[src/rtl/pmcs_pkg.sv]
// Package with constants and types for the power-mode clock switcher.
`default_nettype none
package pmcs_pkg;
  // Oscillator control register bit positions.
  localparam int OSC_SCS_LO_BIT   = 0;
  localparam int OSC_SCS_HI_BIT   = 1;
  localparam int OSC_INTERNAL_OSC_STABLE_FLAG_BIT     = 2;
  localparam int OSC_PRIMARY_CLOCK_RUNNING_FLAG_BIT     = 3;
  localparam int OSC_IDLE_BIT     = 7;
  // Secondary timer control register bit position.
  localparam int T1C_RUN_BIT      = 6;
  // Switch timing, counted in cycles of the outgoing and incoming clock.
  localparam int SW_OLD_CYCLES    = 2;
  localparam int SW_NEW_CYCLES    = 4;
  // Fast internal oscillator nominal output.
  localparam int FAST_OSC_HZ      = 8000000;
  // Timing constants in ns and cycles at 100 MHz.
  localparam int CLK_PERIOD_NS    = 10;
  localparam int READY_DELAY_NS   = 200;
  localparam int READY_DELAY_CYC  = (READY_DELAY_NS + CLK_PERIOD_NS - 1) / CLK_PERIOD_NS;
  localparam int SETTLE_TIME_NS   = 1000;
  localparam int SETTLE_CYC       = (SETTLE_TIME_NS + CLK_PERIOD_NS - 1) / CLK_PERIOD_NS;
  // Reset values.
  localparam logic [1:0] SCS_RESET = 2'h0;

  typedef enum logic [1:0] {
    PMCS_SRC_PRI,
    PMCS_SRC_SEC,
    PMCS_SRC_INT
  } pmcs_src_t;

  typedef struct packed {
    logic primary_clock_running_flag;
    logic internal_osc_stable_flag;
    logic secondary_clock_active_flag;
  } pmcs_flags_t;

  typedef struct packed {
    logic watchdog_timeout;
    logic irq_wake;
    logic dev_reset;
  } pmcs_wake_t;
endpackage : pmcs_pkg
`default_nettype wire

[src/rtl/pmcs_sync.sv]
// Two-flop synchroniser for asynchronous level inputs.
`default_nettype none
module pmcs_sync #(
  parameter int W = 1
) (
  // Clock and reset
  input  wire logic         clk_i,
  input  wire logic         sys_rst_i,
  // Data
  input  wire logic [W-1:0] d_i,
  output logic      [W-1:0] q_o
);
  logic [W-1:0] meta_q;
  always_ff @(posedge clk_i) begin
    if (sys_rst_i) begin
      meta_q <= '0;
      q_o    <= '0;
    end else begin
      meta_q <= d_i;
      q_o    <= meta_q;
    end
  end
endmodule : pmcs_sync
`default_nettype wire

[src/rtl/pmcs_ctrl.sv]
// Power-mode and clock-source controller: run, idle and sleep sequencing.
`default_nettype none
// How it works
// - Switch costs two old plus four new cycles.
// - Keep primary, internal and secondary status flags.
// - Internal flag only when fast oscillator stable.
// - No flags means slow or unsettled internal.
// - Internal primary may show both; internal run clears primary.
// - Power-down samples idle bit at that moment.
// - Reset without dual speed starts primary run, primary flag set.
// - Select 01 moves to secondary, flags updated.
// - Secondary disabled refuses; not running holds clocks.
// - Back to primary waits ready, then swaps flags.
// - Upper select bit enters internal run.
// - Frequency bits and low-frequency select clear keep fast oscillator off.
// - Enabling fast oscillator sets flag after settling.
// - Internal to primary waits ready, swaps flags.
// - Sleep shuts oscillator, clears all flags.
// - Sleep performs no switch; keepers stay on.
// - Sleep wake waits source or runs internal.
// - Idle gates CPU only, flags unchanged.
// - Idle exits by wake events after ready delay.
// - Watchdog in low power wakes into selection.
// - Idle select bit is control bit seven.
// - Select field bits one to zero.
// - Writing select starts switch unless secondary is disabled.
module pmcs_ctrl
  import pmcs_pkg::*;
#(
  parameter int READY_CYC  = READY_DELAY_CYC,
  parameter int SETTLE_CYCS = SETTLE_CYC
) (
  // Clock and reset
  input  wire logic               clk_i,
  input  wire logic               sys_rst_i,
  // Control bits written by the core
  input  wire logic               idle_on_powerdown_select_i,
  input  wire logic [1:0]         clock_source_select_i,
  input  wire logic [2:0]         internal_freq_select_i,
  input  wire logic               low_freq_source_select_i,
  input  wire logic               secondary_osc_enable_i,
  input  wire logic               powerdown_instr_i,
  // Configuration straps
  input  wire logic               primary_is_internal_i,
  input  wire logic               dual_speed_startup_i,
  input  wire logic               clock_monitor_enable_i,
  input  wire logic               watchdog_timer_enable_i,
  // Oscillator readiness from the analog side, asynchronous
  input  wire logic               primary_ready_i,
  input  wire logic               secondary_running_i,
  // Wake sources
  input  wire logic [7:0]         irq_flag_i,
  input  wire logic [7:0]         irq_enable_i,
  input  wire logic               watchdog_timeout_i,
  // Status flags and their register images
  output pmcs_pkg::pmcs_flags_t   flags_o,
  output logic [7:0]              oscillator_control_register_o,
  output logic [7:0]              secondary_timer_control_register_o,
  // Clock steering
  output pmcs_pkg::pmcs_src_t     clk_src_o,
  output logic                    cpu_clk_en_o,
  output logic                    periph_clk_en_o,
  output logic                    primary_osc_en_o,
  output logic                    fast_internal_oscillator_en_o,
  output logic                    slow_internal_oscillator_en_o,
  output logic                    secondary_osc_run_o,
  output logic                    sleeping_o,
  output logic                    idling_o
);
  import pmcs_pkg::*;

  // Counters are sixteen bits wide, which bounds both delays.
  if (READY_CYC < 1 || READY_CYC > 65535 ||
      SETTLE_CYCS < 1 || SETTLE_CYCS > 65535) begin : g_bad_delay
    $error("pmcs_ctrl: delay parameters out of range");
  end

  typedef enum logic [2:0] {
    ST_RUN,
    ST_SW_OLD,
    ST_SW_NEW,
    ST_WAIT_PRI,
    ST_IDLE,
    ST_SLEEP,
    ST_WAKE
  } pmcs_state_t;

  function automatic pmcs_src_t decode_src(input logic [1:0] sel);
    if (sel[1])
      decode_src = PMCS_SRC_INT;
    else if (sel[0])
      decode_src = PMCS_SRC_SEC;
    else
      decode_src = PMCS_SRC_PRI;
  endfunction : decode_src

  // Readiness lines come from free-running oscillators, so they are synchronised.
  logic pri_rdy_s;
  logic secondary_run_mode_s;
  pmcs_sync #(.W(2)) u_sync (
    .clk_i     (clk_i),
    .sys_rst_i (sys_rst_i),
    .d_i       ({primary_ready_i, secondary_running_i}),
    .q_o       ({pri_rdy_s, secondary_run_mode_s})
  );

  pmcs_state_t state_q, state_d;
  pmcs_src_t   src_q, src_d, target_q, target_d;
  logic [15:0] cnt_q, cnt_d;
  logic [15:0] settle_q, settle_d;
  logic        primary_clock_running_flag_q, primary_clock_running_flag_d, internal_osc_stable_flag_q, internal_osc_stable_flag_d, secondary_clock_active_flag_q, secondary_clock_active_flag_d;
  logic        fast_on_q;
  logic        boot_q, boot_d;

  wire pmcs_src_t sel_src   = decode_src(clock_source_select_i);
  wire logic fast_req       = (internal_freq_select_i != 3'h0) || low_freq_source_select_i;
  wire logic wake_evt       = (|(irq_flag_i & irq_enable_i)) || watchdog_timeout_i;
  wire logic sel_ok         = (sel_src != PMCS_SRC_SEC) || secondary_osc_enable_i;
  wire logic src_ready      = (target_q == PMCS_SRC_PRI) ? pri_rdy_s :
                              (target_q == PMCS_SRC_SEC) ? secondary_run_mode_s : 1'b1;
  wire logic fast_stable    = fast_on_q && (settle_q == 16'h0);
  wire logic internal_fill  = dual_speed_startup_i || clock_monitor_enable_i;

  // The settle counter restarts whenever the fast oscillator is turned on.
  always_comb begin
    settle_d = settle_q;
    if (!fast_req || state_q == ST_SLEEP)
      settle_d = 16'(SETTLE_CYCS);
    else if (settle_q != 16'h0)
      settle_d = settle_q - 16'h1;
  end

  always_comb begin
    state_d  = state_q;
    src_d    = src_q;
    target_d = target_q;
    cnt_d    = (cnt_q != 16'h0) ? cnt_q - 16'h1 : cnt_q;
    primary_clock_running_flag_d   = primary_clock_running_flag_q;
    secondary_clock_active_flag_d  = secondary_clock_active_flag_q;
    boot_d   = boot_q;
    case (state_q)
      ST_RUN: begin
        if (powerdown_instr_i) begin
          if (idle_on_powerdown_select_i)
            state_d = ST_IDLE;
          else begin
            state_d = ST_SLEEP;
            primary_clock_running_flag_d  = 1'b0;
            secondary_clock_active_flag_d = 1'b0;
            boot_d  = 1'b0;
          end
        end else if (sel_src != src_q && sel_ok) begin
          target_d = sel_src;
          if (sel_src == PMCS_SRC_PRI)
            state_d = ST_WAIT_PRI;
          else begin
            state_d = ST_SW_OLD;
            cnt_d   = 16'(SW_OLD_CYCLES - 1);
          end
        end else if (boot_q && pri_rdy_s) begin
          boot_d = 1'b0;
          src_d  = PMCS_SRC_PRI;
          primary_clock_running_flag_d = 1'b1;
        end
      end
      ST_WAIT_PRI: begin
        if (sel_src != PMCS_SRC_PRI) begin
          state_d  = ST_RUN;
          target_d = src_q;
        end else if (pri_rdy_s) begin
          state_d = ST_SW_OLD;
          cnt_d   = 16'(SW_OLD_CYCLES - 1);
        end
      end
      ST_SW_OLD: begin
        if (cnt_q == 16'h0 && src_ready) begin
          state_d = ST_SW_NEW;
          cnt_d   = 16'(SW_NEW_CYCLES - 1);
        end
      end
      ST_SW_NEW: begin
        if (cnt_q == 16'h0) begin
          state_d = ST_RUN;
          src_d   = target_q;
          boot_d  = 1'b0;
          primary_clock_running_flag_d  = (target_q == PMCS_SRC_PRI);
          secondary_clock_active_flag_d = (target_q == PMCS_SRC_SEC);
        end
      end
      ST_IDLE: begin
        if (wake_evt) begin
          state_d = ST_WAKE;
          cnt_d   = 16'(READY_CYC - 1);
          // Wake readiness is judged on the source in use, not on a stale target.
          target_d = src_q;
        end
      end
      ST_SLEEP: begin
        if (wake_evt) begin
          state_d  = ST_WAKE;
          cnt_d    = 16'(READY_CYC - 1);
          target_d = src_q;
          src_d    = (src_q == PMCS_SRC_PRI && internal_fill) ? PMCS_SRC_INT : src_q;
          boot_d   = (src_q == PMCS_SRC_PRI && internal_fill);
          secondary_clock_active_flag_d  = (src_q == PMCS_SRC_SEC);
        end
      end
      ST_WAKE: begin
        if (cnt_q == 16'h0 && (boot_q || src_ready || target_q == src_q && src_q != PMCS_SRC_PRI
                                || target_q == PMCS_SRC_PRI && pri_rdy_s)) begin
          state_d = ST_RUN;
          primary_clock_running_flag_d  = (src_q == PMCS_SRC_PRI) && pri_rdy_s;
          secondary_clock_active_flag_d = (src_q == PMCS_SRC_SEC);
        end
      end
      default: state_d = ST_RUN;
    endcase
  end

  // Internal-stable flag follows the fast oscillator, cleared when leaving it.
  always_comb begin
    internal_osc_stable_flag_d = 1'b0;
    if (state_d == ST_SLEEP || state_q == ST_SLEEP)
      internal_osc_stable_flag_d = 1'b0;
    else if (src_d == PMCS_SRC_INT || (src_d == PMCS_SRC_PRI && primary_is_internal_i))
      internal_osc_stable_flag_d = fast_stable;
  end

  always_ff @(posedge clk_i) begin
    if (sys_rst_i) begin
      state_q   <= ST_RUN;
      src_q     <= PMCS_SRC_PRI;
      target_q  <= PMCS_SRC_PRI;
      cnt_q     <= 16'h0;
      settle_q  <= 16'h0;
      primary_clock_running_flag_q    <= 1'b0;
      internal_osc_stable_flag_q    <= 1'b0;
      secondary_clock_active_flag_q   <= 1'b0;
      fast_on_q <= 1'b0;
      boot_q    <= 1'b1;
    end else begin
      state_q   <= state_d;
      src_q     <= src_d;
      target_q  <= target_d;
      cnt_q     <= cnt_d;
      settle_q  <= settle_d;
      primary_clock_running_flag_q    <= primary_clock_running_flag_d;
      internal_osc_stable_flag_q    <= internal_osc_stable_flag_d;
      secondary_clock_active_flag_q   <= secondary_clock_active_flag_d;
      fast_on_q <= fast_req && state_d != ST_SLEEP;
      boot_q    <= boot_d;
    end
  end

  // Straps decide the first clock: dual speed starts internally, else primary.
  always_comb begin
    clk_src_o = src_q;
    if (boot_q && dual_speed_startup_i)
      clk_src_o = PMCS_SRC_INT;
  end

  // The boot term only stands for the primary; a wake onto the internal block must not show it.
  assign flags_o.primary_clock_running_flag  = primary_clock_running_flag_q ||
                                               (boot_q && !dual_speed_startup_i &&
                                                src_q == PMCS_SRC_PRI);
  assign flags_o.internal_osc_stable_flag    = internal_osc_stable_flag_q;
  assign flags_o.secondary_clock_active_flag = secondary_clock_active_flag_q;

  always_comb begin
    oscillator_control_register_o                 = 8'h00;
    oscillator_control_register_o[OSC_IDLE_BIT]   = idle_on_powerdown_select_i;
    oscillator_control_register_o[OSC_PRIMARY_CLOCK_RUNNING_FLAG_BIT]   = flags_o.primary_clock_running_flag;
    oscillator_control_register_o[OSC_INTERNAL_OSC_STABLE_FLAG_BIT]   = internal_osc_stable_flag_q;
    oscillator_control_register_o[OSC_SCS_HI_BIT] = clock_source_select_i[1];
    oscillator_control_register_o[OSC_SCS_LO_BIT] = clock_source_select_i[0];
    secondary_timer_control_register_o              = 8'h00;
    secondary_timer_control_register_o[T1C_RUN_BIT] = secondary_clock_active_flag_q;
  end

  wire logic in_sleep = (state_q == ST_SLEEP);
  // An enabled but silent secondary oscillator holds every clock off until it starts.
  wire logic sec_stall = (state_q == ST_SW_OLD) && (target_q == PMCS_SRC_SEC) &&
                         !secondary_run_mode_s;
  wire logic clocked  = !in_sleep && !sec_stall && !(state_q == ST_WAKE && !boot_q && !src_ready);
  assign sleeping_o      = in_sleep;
  assign idling_o        = (state_q == ST_IDLE);
  assign cpu_clk_en_o    = clocked && state_q != ST_IDLE && state_q != ST_WAKE;
  assign periph_clk_en_o = clocked;
  // Primary keeps running during a return to it and in primary modes only.
  assign primary_osc_en_o = !in_sleep &&
                            (src_q == PMCS_SRC_PRI || state_q == ST_WAIT_PRI ||
                             target_q == PMCS_SRC_PRI);
  assign fast_internal_oscillator_en_o = fast_on_q;
  assign slow_internal_oscillator_en_o = watchdog_timer_enable_i || clock_monitor_enable_i ||
                                         (!in_sleep && src_q == PMCS_SRC_INT && !fast_req);
  assign secondary_osc_run_o = secondary_osc_enable_i;
endmodule : pmcs_ctrl
`default_nettype wire

[config.mk]
export PLATFORM = sky130hd
export DESIGN_NAME = pmcs_ctrl
export DESIGN_NICKNAME = d
export VERILOG_FILES = /design/src/rtl/pmcs_pkg.sv /design/src/rtl/pmcs_sync.sv /design/src/rtl/pmcs_ctrl.sv
export SDC_FILE = /design/constraint.sdc
export NUM_CORES = 1
export LEC_CHECK = 0
export BUFFER_PORTS_ARGS = -buffer_cell sky130_fd_sc_hd__buf_2
export CAP_MARGIN = 25
export CORE_AREA = 3 3 98 119
export CTS_CLUSTER_SIZE = 20
export DETAILED_ROUTE_END_ITERATION = 8
export DIE_AREA = 0 0 101 122
export GPL_TIMING_DRIVEN = 1
export SETUP_SLACK_MARGIN = 0.1
export SYNTH_ARGS = -nofsm -noshare
export SYNTH_HDL_FRONTEND = slang
export SYNTH_SLANG_ARGS = --single-unit
[constraint.sdc]
create_clock -name clk_i -period 3.68 [get_ports clk_i]
set_input_delay 0.736 -clock clk_i [delete_from_list [all_inputs] [get_ports clk_i]]
set_output_delay 0.736 -clock clk_i [all_outputs]
set_load 0.03 [all_outputs]
==> results of run 1 <==
[layout make-up]
| class | count | area [sq um] | area share, % |
|---|---|---|---|
| Clock inverter | 3 | 46.3 | 1.30 |
| Multi-Input combinational cell | 308 | 1950 | 54.5 |
| Timing Repair Buffer | 55 | 283 | 7.91 |
| Tap cell | 129 | 161 | 4.52 |
| Inverter | 13 | 48.8 | 1.37 |
| Sequential cell | 48 | 961 | 26.9 |
| Clock buffer | 5 | 125 | 3.50 |
[logic make-up (layout without fill, tap and decap cells)]
logic type / count (synthesis) / after routing / share of synthesized area, %
AND/OR/NAND/NOR: 162 / 162 / 27.1
AO/OA/AOI/OAI: 101 / 101 / 23.1
buffers and inverters: 51 / 76 / 8.66
flip-flops: 48 / 48 / 30.5
XOR/XNOR: 25 / 25 / 6.95
multiplexers: 7 / 7 / 2.34
adder cells (fa/ha/maj): 3 / 3 / 1.19
other: 1 / 10 / 0.119
[cells in the final DEF, fill, tap and decap left out, types with 4 or more instances in the layout]
cell type and n:
dfxtp_1 48, nor3_1 16, nand3_1 8, and3_1 4, buf_2 52, nor4_1 11, or2_2 5, nand2_1 24
nor2_1 43, a211oi_1 20, clkbuf_16 5, or3_1 5, mux2i_1 4, a21oi_1 20, xnor2_1 18, a21o_1 4
nand2b_1 6, nor2b_1 19, inv_1 13, xor2_1 7, o21ai_0 12, conb_1 10, o22ai_1 4
[through the flow]
stage | utilization, % | setup slack, ns
2_1_floorplan | - | 0.790
3_3_place_gp | 32.2 | 1.12
3_5_place_dp | 32.2 | 1.07
4_1_cts | 33.8 | 1.09
5_1_grt | 33.8 | 0.954
6_report | 33.8 | 1.08
[registers in the layout, indices dropped and copies added (netlist names)]
| signal | cells |
|---|---|
| secondary_clock_active_flag_q | 1 |
| state_q | 3 |
| settle_q | 16 |
| cnt_q | 16 |
| boot_q | 1 |
| fast_internal_oscillator_en_o | 1 |
| internal_osc_stable_flag_q | 1 |
| u_sync.q_o | 2 |
| src_q | 2 |
| target_q | 2 |
| primary_clock_running_flag_q | 1 |
| u_sync.meta_q | 2 |
[where the power goes]
group | leakage [nW] | internal [mW] | switching, mW
clock | 0.0804 | 0.323 | 0.208
sequential | 0.394 | 0.671 | 0.213
combinational | 0.934 | 0.731 | 1.07
[layer usage]
layer / share of wire (%) / up-vias / wire, um
met1: 47 / 1336 / 3690
met3: 5.0 / 10 / 398
li1: - / 1490 / -
met4: 1.9 / 0 / 152
met5: 0 / - / 0
met2: 46 / 72 / 3660
[final timing paths]
kind	to	from	slack, ns
worst max register to register	internal_osc_stable_flag_q$_SDFF_PP0_	cnt_q[6]$_SDFF_PP0_	1.12
worst max-delay path	slow_internal_oscillator_en_o	state_q[2]$_SDFF_PP0_	1.08
worst min register to register	u_sync.q_o[0]$_SDFF_PP0_	u_sync.meta_q[0]$_SDFF_PP0_	0.44
worst min-delay path	u_sync.q_o[0]$_SDFF_PP0_	u_sync.meta_q[0]$_SDFF_PP0_	0.44
==> results_dict.tcl, run 1 <==
set metrics [dict create \
    min_period_over_period_pct 70.7 \
    grt_pass1_vias 2748 \
    wl_mm 7.90 \
    ys_ff_latch 48 \
    async_flop_share_pct 0 \
    drtAntennaViolNets 0 \
    drt_iter0_markers 124 \
    slew_violations 0 \
    drcViolationCount 0 \
    place_inst 553 \
    diodes 0 \
    yosysSeqAreaShare_pct 30.5 \
    dpl_cell_area_sq_mm 0.00340 \
    routed_via_density 5.18 \
    met2_usage_pct 20.8 \
    slowest_stage "dfxtp_1" \
    grtUsageMet1_pct 17.6 \
    arrival_ns 1.87 \
    fin_crit_ns 2.60 \
    worst_ir_drop_vdd_v 0.000265 \
    dp_hpwl_mm 5.89 \
    netlist-cell-type-count 62 \
    cts_setup_buffers 0 \
    start_kind "flip-flop" \
    outcome "completed" \
    crit_type "reg -> out" \
    fmax_mhz 384 \
    fillers 1149 \
    grt_max_degree 42 \
    clk_pin_slew_ns 0.07 \
    vias 2908 \
    hold_depth 1 \
    top_usage_layer "met2" \
    rows 41 \
    yosys-top-cells-count "dfxtp_1, nor2_1, nand2_1, a211oi_1, a21oi_1" \
    gp_congestion 0.891 \
    hold_viol 0 \
    cts_tree "done" \
    syn_inst 398 \
    boundaryPins 63 \
    skew_ns 0.00602 \
    die_x_um 101 \
    nets 468 \
    worstPathMaxFanout 23 \
    p_leak_nw 1.41 \
    r2r_cells 5 \
    drive_above_1_share_pct 17.8 \
    cts.repair.resized 0 \
    cp-end-kind "output pin" \
    area_delta_synth_final_pct 13.5 \
    grtUsageTotal_pct 13.0 \
    post-synth-top-count-cell "dfxtp_1" \
    hold_buffers 0 \
    synth_area_per_cell_sq_um 7.91 \
    cp_cell_sequence "and3b_1 > o21ai_0 > buf_2" \
    stdcell_area_sq_mm 0.00357 \
    yosys_warnings 0 \
    cp.depth 3 \
    clk_path_buf_depth 2 \
    fin_setup_tns_ns 0 \
    clock-root-buffer "clkbuf_16" \
    grt_pass1_wl_mm 13.2 \
    clock-sinks 48 \
    wl_per_cell_um 14.1 \
    grt_util_met3_pct 2.18 \
    fin_cells 561 \
    dieHeight_um 122 \
    die_area_sq_mm 0.0123 \
    grt-ovfl-total 0 \
    finalSetupViolations 0 \
    cap_violations 0 \
    synth.top_cell.area_share_pct 30.5 \
    clock_latency_ns 0.29 \
    io_buffers 52 \
    cts-htree-levels 2 \
    path_delay_family "flip-flops" \
    antenna_found_initial 0 \
    dr.pass1.iters 4 \
    slew_headroom_pct 29.5 \
    synthTopCellsByArea "dfxtp_1, nor2_1, xnor2_1" \
    path_buf_inv 1 \
    start_util_pct 29.8 \
    core_area_sq_mm 0.0106 \
    finalPower_mw 3.21 \
    critPathRequiredTime_ns 2.94 \
    cts_buffers 5 \
    slowest_delay_ns 0.76 \
    netlist_area_sq_mm 0.00315 \
    powerDensity_mw_per_mm2 898 \
    hp-class "reg -> reg" \
    rsz0062_at_grt "no" \
    worst_pin_slew_ns 1.06 \
    yosys.area.top_type "dfxtp_1" \
    synth-main-ff-cell "dfxtp_1" \
    synth_edf_count 0 \
    holdWs_ns 0.439 \
]
Power figures use the tool's default switching activity.
==> run 2: changes to the inputs <==
- clock period: 3.68 -> 2.67 ns (I/O delays scaled with it)
==> results_dict.tcl, run 2 (synthesized netlist as in run 1, its figures left out) <==
set metrics [dict create \
    pwr-share-seq_pct 25.4 \
    cp-endpoint "primary_clock_running_flag_q$_SDFFE_PP0P_" \
    rows 41 \
    r2r_cells 8 \
    finalSetupViolations 0 \
    p_comb_share_pct 57.5 \
    fin_setup_tns_ns 0 \
    ff_latch_area_sq_um 961 \
    dieHeight_um 122 \
    outcome "completed" \
    critPathRequiredTime_ns 2.84 \
    die_area_sq_mm 0.0123 \
    fin_util_pct 35.5 \
    grt_pass1_vias 2834 \
    clk_path_buf_depth 2 \
    diodes 0 \
    dpl_cell_area_sq_mm 0.00349 \
    die_x_um 101 \
    met2_usage_pct 22.2 \
    slew_violations 0 \
    holdWs_ns 0.437 \
    cp-end-kind "flip-flop" \
    start_util_pct 29.8 \
    worstPathMaxFanout 6 \
    hp-class "reg -> reg" \
    antenna_found_initial 0 \
    area_delta_synth_final_pct 19.1 \
    top_usage_layer "met2" \
    clock-sinks 48 \
    p_int_mw 2.63 \
    sw_frac_of_total_pct 44.7 \
    final_common_cell "buf_2" \
    grt_pass1_wl_mm 13.4 \
    crit_type "reg -> reg" \
    io_buffers 52 \
    clockPowerShare_pct 17.1 \
    grt_max_degree 41 \
    grtUsageMet1_pct 17.3 \
    grt_util_met3_pct 2.12 \
    r2r_slack_ns 0.21 \
    crit-reg2reg-launch "cnt_q[1]$_SDFF_PP0_" \
    drive_above_1_share_pct 21.9 \
    hold_viol 0 \
    worst_slack_ns 0.211 \
    nets 483 \
    routed_via_density 5.28 \
    wl_per_cell_um 14.5 \
    wl_mm 8.32 \
    core_area_sq_mm 0.0106 \
    stdcell_area_sq_mm 0.00375 \
    switchingPower_mw 2.12 \
    fmax_mhz 407 \
    skew_ns 0.0111 \
    reg2reg_to "primary_clock_running_flag_q$_SDFFE_PP0P_" \
    drcViolationCount 0 \
    worst_pin_slew_ns 0.993 \
    reg_top3 "cnt_q (16), settle_q (16), state_q (3)" \
    powerDensity_mw_per_mm2 1270 \
    min_period_over_period_pct 92.1 \
    worst_ir_drop_vdd_v 0.000398 \
    hold_buffers 0 \
    rsz0062_at_grt "no" \
    multi_input_area_sq_mm 0.00199 \
    cts_buffers 5 \
    clock-root-buffer "clkbuf_16" \
    fin_crit_ns 2.46 \
    fillers 1112 \
    place_ws_ns 0.0848 \
    drt_iter0_markers 135 \
    boundaryPins 63 \
    cts-htree-levels 2 \
    cap_violations 0 \
    grtUsageTotal_pct 13.2 \
    dr.pass1.iters 4 \
    grt-ovfl-total 0 \
    worstSetupStartpoint "cnt_q[1]$_SDFF_PP0_" \
    final_cell_mix "buf_2, dfxtp_1, nor2_1" \
    cts_tree "done" \
    start_kind "flip-flop" \
    dp_hpwl_mm 6.12 \
    clock_latency_ns 0.29 \
    arrival_ns 2.63 \
    slew_headroom_pct 33.7 \
    p_leak_nw 1.50 \
    gp_congestion 0.899 \
    vias 3042 \
    clk_pin_slew_ns 0.07 \
    drtAntennaViolNets 0 \
]
run 2: changes by cell type in the layout (fill, tap and decap cells not counted), sizes merged:
cell	before	now
bufinv	1	2
clkinvlp	1	0
buf	55	70
run 2: power by group through the flow:
stage	clock network [mW]	registers [mW]	logic (mW)
after floorplan	0	1.10	2.07
after global placement	0	1.20	2.56
after detailed placement	0	1.21	2.57
after CTS	0.841	1.19	2.59
after global routing	0.867	1.24	3.02
final	0.812	1.20	2.73
run 2: per-layer routing:
layer / vias to the layer above / share of wire (%)
li1: 1516 / -
met1: 1420 / 44
met2: 92 / 49
met3: 14 / 5.4
met4: 0 / 1.9
met5: - / 0
run 2: worst min-delay path by stage:
stage	slack (ns)	cells after the start	end	startpoint
after detailed placement	0.42	1	u_sync.q_o[1]$_SDFF_PP0_	u_sync.meta_q[1]$_SDFF_PP0_
final	0.44	1	u_sync.q_o[1]$_SDFF_PP0_	u_sync.meta_q[1]$_SDFF_PP0_
after global placement	0.42	1	u_sync.q_o[1]$_SDFF_PP0_	u_sync.meta_q[1]$_SDFF_PP0_
after CTS	0.44	1	u_sync.q_o[1]$_SDFF_PP0_	u_sync.meta_q[1]$_SDFF_PP0_
after floorplan	0.41	1	u_sync.q_o[0]$_SDFF_PP0_	u_sync.meta_q[0]$_SDFF_PP0_
after global routing	0.46	2	u_sync.meta_q[0]$_SDFF_PP0_	secondary_running_i
run 2: cell type report:
cell class                 instances  share of cell area (%)
inverter                          13                    1.30
tap                              129                    4.30
clock buffer                       5                    3.33
timing repair buffer              70                    10.6
sequential                        48                    25.6
clock inverter                     3                    1.83
multi-input combinational        308                    53.1
run 2: repair_timing:
| item | CTS | global route |
|---|---|---|
| cloned | 0 | 1 |
| resized for setup | 0 | 14 |
| pin swaps | 1 | 2 |
| setup endpoints to repair | 1 | 15 |
| buffers inserted | 0 | 3 |
run 2: worst max-delay path, stage by stage (launching register included):
cell      delay [ns]
dfxtp_1         0.33
inv_1           0.09
ha_1            0.16
or4b_4          0.49
or4_4           0.57
buf_2           0.20
a21oi_2         0.17
a311oi_1        0.11
a41o_1          0.22
run 2: stage by stage:
| step | cells | power (mW) |
|---|---|---|
| floorplan | 407 | 3.17 |
| detailed placement | 564 | 3.78 |
| finish | 576 | 4.75 |
| CTS | 572 | 4.62 |
| global placement | 564 | 3.77 |
| global route | 576 | 5.13 |
